### src/rtl/pin_map_defs.svh
// constants for the card connector pin function map
// Functional notes
// - upper data lines and second enable may sit unused in 8 bit systems
// - cable select ignored in both PC Card modes, no pull-up there
// - IDE without Ultra DMA: pin 34 read, 35 write, 42 ready
// - Ultra DMA write: host strobe 34, stop 35, card ready_n on 42
// - Ultra DMA read: host ready_n 34, stop 35, card strobe on 42
// - 16 bit indication only partly works in PC Card mode
// - IDE mode decodes only address bits 2..0 into eight registers
`ifndef PIN_MAP_DEFS_SVH
`define PIN_MAP_DEFS_SVH
`define TF_ADDR_W 3
`define PC_ADDR_W 11
`define SYNC_DEPTH 3
`define IDLE_HIGH 1'b1
`endif

### src/rtl/pin_map_pkg.sv
// types for the card connector pin function map
package pin_map_pkg;
    typedef enum logic [1:0] {
        mode_pc_mem,
        mode_pc_io,
        mode_ide
    } card_mode_t;
    typedef enum logic [1:0] {
        udma_none,
        udma_write,
        udma_read
    } udma_dir_t;
endpackage : pin_map_pkg

### src/rtl/card_mode_pin_function_map.sv
// routes mode dependent connector pins 24 and 31..50, plus the address lines, to card internal functions
`timescale 1ns/1ps
`default_nettype none
`include "pin_map_defs.svh"
module card_mode_pin_function_map (
    input  wire logic                          clk,
    input  wire logic                          reset_n,
    input  wire pin_map_pkg::card_mode_t       mode,
    input  wire pin_map_pkg::udma_dir_t        udma_dir,
    input  wire logic                          host_is_8bit,
    // connector inputs
    input  wire logic                          pin_cs_hi_n,
    input  wire logic                          pin34,
    input  wire logic                          pin35,
    input  wire logic                          pin36,
    input  wire logic                          pin39,
    input  wire logic                          pin44,
    input  wire logic [`PC_ADDR_W-1:0]         pin_addr,
    // card side outputs toward the connector
    input  wire logic                          core_ready,
    input  wire logic                          core_wait_n,
    input  wire logic                          core_dev_ready_n,
    input  wire logic                          core_dev_strobe,
    input  wire logic                          core_ack_n,
    input  wire logic                          core_dma_req,
    input  wire logic                          core_is16_n,
    output logic                               pin42,
    output logic                               pin43,
    output logic                               pin24,
    // decoded functions for the card core
    output logic                               read_strobe_n,
    output logic                               write_strobe_n,
    output logic                               host_strobe,
    output logic                               host_ready_n,
    output logic                               stop,
    output logic                               write_enable_n,
    output logic                               attr_select_n,
    output logic                               dma_ack_n,
    output logic                               cable_select_n,
    output logic                               cs_hi_n,
    output logic [`PC_ADDR_W-1:0]              reg_addr,
    output logic [`TF_ADDR_W-1:0]              tf_index
);
    localparam int NIN = 6 + `PC_ADDR_W;
    logic [NIN-1:0] raw_in;
    logic [NIN-1:0] syn;
    logic           is_ide;
    logic           s34;
    logic           s35;
    logic           s36;
    logic           s39;
    logic           s44;
    logic           s_cs;
    logic [`PC_ADDR_W-1:0] s_addr;

    assign raw_in = {pin34, pin35, pin36, pin39, pin44, pin_cs_hi_n,
                     pin_addr};

    pin_sync #(.W(NIN)) u_sync (
        .clk     (clk),
        .reset_n (reset_n),
        .async_in(raw_in),
        .sync_out(syn)
    );

    assign s34    = syn[NIN-1];
    assign s35    = syn[NIN-2];
    assign s36    = syn[NIN-3];
    assign s39    = syn[NIN-4];
    assign s44    = syn[NIN-5];
    assign s_cs   = syn[NIN-6];
    assign s_addr = syn[`PC_ADDR_W-1:0];
    assign is_ide = (mode == pin_map_pkg::mode_ide);

    // host strobes: pin 34/35 meaning depends on mode and burst direction
    always_ff @(posedge clk) begin
        if (!reset_n) begin
            read_strobe_n  <= 1'b1;
            write_strobe_n <= 1'b1;
            host_strobe    <= 1'b1;
            host_ready_n   <= 1'b1;
            stop           <= 1'b0;
        end else begin
            read_strobe_n  <= 1'b1;
            write_strobe_n <= 1'b1;
            host_strobe    <= 1'b1;
            host_ready_n   <= 1'b1;
            stop           <= 1'b0;
            if (!is_ide || udma_dir == pin_map_pkg::udma_none) begin
                read_strobe_n  <= s34;
                write_strobe_n <= s35;
            end else if (udma_dir == pin_map_pkg::udma_write) begin
                host_strobe <= s34;
                stop        <= s35;
            end else begin
                host_ready_n <= s34;
                stop         <= s35;
            end
        end
    end

    // pin 42: wait in pc modes, ready / ddma ready / dstrobe in ide
    always_ff @(posedge clk) begin
        if (!reset_n) begin
            pin42 <= 1'b1;
        end else if (!is_ide) begin
            pin42 <= core_wait_n;
        end else begin
            case (udma_dir)
                pin_map_pkg::udma_none:  pin42 <= core_ready;
                pin_map_pkg::udma_write: pin42 <= core_dev_ready_n;
                pin_map_pkg::udma_read:  pin42 <= core_dev_strobe;
                default:                 pin42 <= 1'b1;
            endcase
        end
    end

    // pins 43 and 44 swap between pc card and dma roles
    always_ff @(posedge clk) begin
        if (!reset_n) begin
            pin43         <= 1'b1;
            attr_select_n <= 1'b1;
            dma_ack_n     <= 1'b1;
        end else if (is_ide) begin
            pin43         <= core_dma_req;
            attr_select_n <= 1'b1;
            dma_ack_n     <= s44;
        end else begin
            pin43         <= core_ack_n;
            attr_select_n <= s44;
            dma_ack_n     <= 1'b1;
        end
    end

    // cable select only seen in ide; pc modes ignore pin 39 entirely
    always_ff @(posedge clk) begin
        if (!reset_n) begin
            cable_select_n <= 1'b1;
        end else begin
            cable_select_n <= is_ide ? s39 : 1'b1;
        end
    end

    // write enable has no function in ide; host keeps it high anyway
    always_ff @(posedge clk) begin
        if (!reset_n) begin
            write_enable_n <= 1'b1;
        end else begin
            write_enable_n <= is_ide ? 1'b1 : s36;
        end
    end

    // 8 bit hosts leave upper enable floating, so force it inactive
    always_ff @(posedge clk) begin
        if (!reset_n) begin
            cs_hi_n <= 1'b1;
        end else begin
            cs_hi_n <= host_is_8bit ? 1'b1 : s_cs;
        end
    end

    // address: ide uses only the low three bits, upper lines ignored
    always_ff @(posedge clk) begin
        if (!reset_n) begin
            reg_addr <= '0;
            tf_index <= '0;
        end else begin
            tf_index <= s_addr[`TF_ADDR_W-1:0];
            reg_addr <= is_ide ? {{(`PC_ADDR_W-`TF_ADDR_W){1'b0}},
                                  s_addr[`TF_ADDR_W-1:0]} : s_addr;
        end
    end

    // 16 bit indication passed as is except in pc memory mode, where pin 24 is held low
    always_ff @(posedge clk) begin
        if (!reset_n) begin
            pin24 <= 1'b1;
        end else begin
            pin24 <= (mode == pin_map_pkg::mode_pc_mem) ? 1'b0
                     : core_is16_n;
        end
    end

    chk_ide_addr_low: assert property (
        @(posedge clk) disable iff (!reset_n)
        is_ide |=> reg_addr[`PC_ADDR_W-1:`TF_ADDR_W] == '0)
        else $error("upper address leaked in ide mode");
    chk_pc_csel_ignored: assert property (
        @(posedge clk) disable iff (!reset_n)
        !is_ide |=> cable_select_n)
        else $error("cable select seen in pc mode");
    chk_udma_w_pin42: assert property (
        @(posedge clk) disable iff (!reset_n)
        (is_ide && udma_dir == pin_map_pkg::udma_write)
        |=> pin42 == $past(core_dev_ready_n))
        else $error("pin 42 not ready in write burst");
    chk_udma_r_pin42: assert property (
        @(posedge clk) disable iff (!reset_n)
        (is_ide && udma_dir == pin_map_pkg::udma_read)
        |=> pin42 == $past(core_dev_strobe))
        else $error("pin 42 not strobe in read burst");
    chk_pio_strobes: assert property (
        @(posedge clk) disable iff (!reset_n)
        (is_ide && udma_dir == pin_map_pkg::udma_none) |=> stop == 1'b0
        && host_strobe && read_strobe_n == $past(s34))
        else $error("pio strobe misrouted");
    chk_pin43_route: assert property (
        @(posedge clk) disable iff (!reset_n)
        is_ide |=> pin43 == $past(core_dma_req))
        else $error("dma request not on pin 43");
    chk_dmack_pc: assert property (
        @(posedge clk) disable iff (!reset_n)
        !is_ide |=> dma_ack_n && attr_select_n == $past(s44))
        else $error("pin 44 misrouted in pc mode");
    chk_we_ide: assert property (
        @(posedge clk) disable iff (!reset_n)
        is_ide |=> write_enable_n)
        else $error("write enable active in ide");
    chk_8bit_cs: assert property (
        @(posedge clk) disable iff (!reset_n)
        host_is_8bit |=> cs_hi_n)
        else $error("upper enable active on 8 bit host");
    cov_udma_write: cover property (@(posedge clk)
        is_ide && udma_dir == pin_map_pkg::udma_write);
    cov_udma_read: cover property (@(posedge clk)
        is_ide && udma_dir == pin_map_pkg::udma_read);
    cov_pc_io: cover property (@(posedge clk)
        mode == pin_map_pkg::mode_pc_io && !attr_select_n);
endmodule : card_mode_pin_function_map
`default_nettype wire

### src/rtl/pin_sync.sv
// three stage synchroniser for connector inputs
`timescale 1ns/1ps
`default_nettype none
`include "pin_map_defs.svh"
module pin_sync #(
    parameter int W = 1
) (
    input  wire logic         clk,
    input  wire logic         reset_n,
    input  wire logic [W-1:0] async_in,
    output logic      [W-1:0] sync_out
);
    logic [W-1:0] s1;
    logic [W-1:0] s2;
    logic [W-1:0] s3;
    // only s2 reads s1; a change counts once s2 and s3 agree
    always_ff @(posedge clk) begin
        if (!reset_n) begin
            s1 <= {W{`IDLE_HIGH}};
            s2 <= {W{`IDLE_HIGH}};
            s3 <= {W{`IDLE_HIGH}};
            sync_out <= {W{`IDLE_HIGH}};
        end else begin
            s1 <= async_in;
            s2 <= s1;
            s3 <= s2;
            for (int i = 0; i < W; i++) begin
                if (s2[i] == s3[i]) begin
                    sync_out[i] <= s3[i];
                end
            end
        end
    end
endmodule : pin_sync
`default_nettype wire

### config.mk
export PLATFORM = sky130hd
export DESIGN_NAME = card_mode_pin_function_map
export DESIGN_NICKNAME = d
export VERILOG_FILES = /design/src/rtl/pin_map_pkg.sv /design/src/rtl/card_mode_pin_function_map.sv /design/src/rtl/pin_sync.sv
export VERILOG_INCLUDE_DIRS = /design/src /design/src/rtl
export SDC_FILE = /design/constraint.sdc
export NUM_CORES = 1
export LEC_CHECK = 0
export BUFFER_PORTS_ARGS = -buffer_cell sky130_fd_sc_hd__buf_2
export CAP_MARGIN = 40
export CORE_AREA = 2 2 114 61
export CTS_CLUSTER_SIZE = 20
export DETAILED_ROUTE_END_ITERATION = 7
export DIE_AREA = 0 0 116 63
export GPL_ROUTABILITY_DRIVEN = 0
export GPL_TIMING_DRIVEN = 0
export PLACE_DENSITY = 0.8
export SLEW_MARGIN = 20
export SYNTH_ARGS = -nofsm -noshare
export SYNTH_HDL_FRONTEND = slang
export SYNTH_SLANG_ARGS = --single-unit
### constraint.sdc
create_clock -name clk -period 0.87 [get_ports clk]
set_clock_uncertainty 0.1 [all_clocks]
set_input_delay 0.174 -clock clk [delete_from_list [all_inputs] [get_ports clk]]
set_output_delay 0.174 -clock clk [all_outputs]
set_load 0.02 [all_outputs]
==> impl_metrics.csv <==
group,metric,value,unit
sta,worst_slew_pin_slew,216,ps
logic_synthesis,multiplexer_share_of_the_synthesized_area,0.00733,
logic_synthesis,yosys.area_share.xor_xnor,0,
setup_path,required,600,ps
floorplanning,floorplan.die_area,7310,um2
clocking,number_of_h_tree_levels,3,
floorplanning,core.rowCount,21,
logic_synthesis,ys_seq_area_frac,0.674,
floorplanning,chipHeight,63,um
power,peakVddDrop,1010,uV
run_status,violated_checks,"hold timing, setup timing",
grt,initial_antenna_violation_count,0,
power,clock_power_share,0.462,
place,buffer_ports.inserted,56,
setup_path,worst-endpoint-arrival,870,ps
power,p_leak,1.57,nW
sta,final.min_clock_period,1150,ps
floorplanning,io_pins,58,
final_layout,post_layout_nets,364,
routing,wl_per_cell,11.0,um
final_layout,antenna_cells_inserted,0,
power,netSwitchingFraction,0.186,
logic_synthesis,syn-num-nets,274,
logic_synthesis,yosys.area_share.simple,0.213,
sta,final.hold.worst_slack,-17.8,ps
clocking,clkSinkCount,92,
power,cell_internal_pwr,7.57,mW
clocking,clockRootBuffer,"sky130_fd_sc_hd__clkbuf_16",
setup_path,timing.critical_path.fanout_max,2,
final_layout,final_core_util,0.616,
final_layout,flow.area_growth_from_synthesis,43.5,%
logic_synthesis,ys_seq_elements,92,
setup_path,critical_path.reg2reg.startpoint,"u_sync.sync_out[6]",
logic_synthesis,netlist_area,2730,um2
grt,vias_in_the_first_global_route,1740,
grt,grt_remaining_overflow,0,
setup_path,timing.setup.critical_path_class,"reg -> out",
place,placement.cell_area,3130,um2
clocking,worst_skew_pair.late_latency,330,ps
logic_synthesis,dominant_combinational_cell_family_by_area_after_synthesis,"simple AND/OR/NAND/NOR gates",
routing,vias,1846,
setup_path,endpoint_kind,"output pin",
logic_synthesis,synth-adder-area-share,0,
grt,grt_usage,0.145,
sta,max_slew_margin,0.856,
final_layout,most-common-layout-cells,"68 x sky130_fd_sc_hd__dfxtp_1, 52 x sky130_fd_sc_hd__nand2b_1, 34 x sky130_fd_sc_hd__buf_2, 29 x sky130_fd_sc_hd__buf_6",
place,dpl.hpwl,3160,um
setup_path,launching_instance_or_port_of_the_critical_path,"reg_addr[0]",
grt,grt_start_max_net_pins,15,
final_layout,finish.instance_area,3920,um2
sta,rsz0062_at_grt,"true",
routing,number_of_vias_per_cell_after_detailed_routing,4.30,
logic_synthesis,synth_cell_type_count,21,
routing,drc,0,
sta,timing.final.ws_setup,-275,ps
sta,fin_max_slew_vios,0,
setup_path,start_kind,"flop",
routing,finalWirelength,4720,um
floorplanning,core_region_area,6360,um2
sta,post-route-period-util,1.32,
sta,finalHoldViolations,3,
clocking,clk_pin_slew,60,ps
floorplanning,initial_core_util,0.430,
run_status,outcome,"finished, violations left",
job,drv_cap,0,
floorplanning,die_width,116,um
routing,drtIter0Drc,76,
clocking,max-clock-path-buffers,2,
power,power_switching,1.73,mW
grt,grt_first_pass_wirelength,7860,um
logic_synthesis,netlist_instances,243,
final_layout,layout_commonest_cell,"sky130_fd_sc_hd__dfxtp_1",
worst_hold_path,hold_path.class,"in -> reg",
logic_synthesis,synth_top_area_frac,0.674,
logic_synthesis,synth.avg_cell_area,11.2,um2
clocking,cts_buf_count,9,
logic_synthesis,post_synth_main_area_contributors,"sky130_fd_sc_hd__dfxtp_1 67%, sky130_fd_sc_hd__nand2b_1 12%, sky130_fd_sc_hd__o21ai_0 3.3%, sky130_fd_sc_hd__a21oi_1 3.1%, sky130_fd_sc_hd__nor2_1 2.9%",
place,pre_cts_ws,-173,ps
logic_synthesis,netlist.top_cell.by_area,"sky130_fd_sc_hd__dfxtp_1",
power,combinationalPowerShare,0.062,
logic_synthesis,yosys_warnings,0,
clocking,cts_tree,"done",
power,power.density_cell_area,2370,nW/um2
power,power.share.sequential,0.476,
worst_hold_path,hold_path.startpoint,"core_wait_n",
sta,final-setup-viol-count,27,
logic_synthesis,synth_compound_gate_area_share,0.0738,
routing,detailedRoute.firstPassIterationCount,4,
final_layout,drive_above_1_share,0.362,
sta,fmax,873,MHz
routing,post_detailed_route_count_of_antenna_violating_nets,0,
area by class of cell:
class	instances	area (um2)
well taps	92	115
repair buffers	79	671
flip-flops and latches	92	1870
clock inverters	4	97.6
fillers	503	2440
clock buffers	11	243
plain buffers	13	101
multi-input cells	138	820
cell usage after synthesis:
cell type	n
sky130_fd_sc_hd__and3_2	8
sky130_fd_sc_hd__and2_1	3
sky130_fd_sc_hd__buf_2	6
sky130_fd_sc_hd__nor2_1	21
sky130_fd_sc_hd__o22a_1	2
sky130_fd_sc_hd__or2_1	4
sky130_fd_sc_hd__o21ai_2	1
sky130_fd_sc_hd__mux2i_1	2
sky130_fd_sc_hd__a21oi_1	17
sky130_fd_sc_hd__buf_4	4
sky130_fd_sc_hd__and2_2	1
sky130_fd_sc_hd__dfxtp_1	92
sky130_fd_sc_hd__o21ai_0	18
sky130_fd_sc_hd__nand3b_4	1
sky130_fd_sc_hd__nand2_1	4
sky130_fd_sc_hd__nand3b_1	1
sky130_fd_sc_hd__nand2b_2	1
sky130_fd_sc_hd__nor3b_1	1
sky130_fd_sc_hd__nand2b_1	53
sky130_fd_sc_hd__buf_6	2
sky130_fd_sc_hd__clkbuf_2	1
registers in the layout, summed over array words and instances (netlist names):
signal	cells
attr_select_n	1
cable_select_n	1
cs_hi_n	1
dma_ack_n	1
host_ready_n	1
host_strobe	1
pin24	1
pin42	1
pin43	1
read_strobe_n	1
reg_addr	11
stop	1
u_sync.s1	17
u_sync.s2	17
u_sync.s3	17
u_sync.sync_out	17
write_enable_n	1
write_strobe_n	1
power groups by stage:
stage / combinational [mW] / sequential (mW) / clock (mW)
final: 0.578 / 4.43 / 4.30
after global routing: 0.631 / 4.44 / 4.56
after CTS: 0.572 / 4.43 / 4.37
after detailed placement: 0.428 / 4.50 / 0
after global placement: 0.422 / 4.49 / 0
after floorplan: 0.213 / 4.54 / 0
per-stage QoR:
| stage | instances | total power, mW | TNS [ps] |
|---|---|---|---|
| final | 429 | 9.31 | -4900 |
| after global routing | 429 | 9.63 | -5650 |
| after CTS | 430 | 9.36 | -5290 |
| after detailed placement | 391 | 4.93 | -2230 |
| after global placement | 391 | 4.92 | -2020 |
| after floorplan | 243 | 4.76 | 0 |
worst paths after layout:
path,endpoint,slack [ps],cells past startpoint
max,tf_index[0],-280,2
min,pin42,-20,2
max reg2reg,u_sync.sync_out[6],0,2
min reg2reg,u_sync.s2[3],300,1
what timing repair did:
| action | in CTS | in global routing |
|---|---|---|
| cloned | 0 | 0 |
| hold endpoints to repair | 33 | 3 |
| hold buffers | 24 | 1 |
| pin swaps | 0 | 1 |
| resized for setup | 77 | 6 |
| setup buffers | 0 | 0 |
| endpoints found under the setup margin | 28 | 36 |
metal layers:
metal | GRT usage | vias up | part of all wire
met5 | 0 | - | 0
met4 | 0.0580 | 0 | 0.0036
met3 | 0.0630 | 4 | 0.061
met2 | 0.215 | 56 | 0.43
met1 | 0.185 | 825 | 0.50
li1 | - | 961 | -
worst max-delay path, stage by stage (launching register included):
cell                      delay, ps
sky130_fd_sc_hd__dfxtp_2        320
sky130_fd_sc_hd__buf_6          100
sky130_fd_sc_hd__buf_6          120
kinds of logic after synthesis:
kind of cell,count (synthesis)
AOI/OAI and AO/OA,38
muxes,2
buffers and inverters,13
DFF,92
and+or+nand+nor,98
No activity file was read; power rests on OpenSTA's default activity.
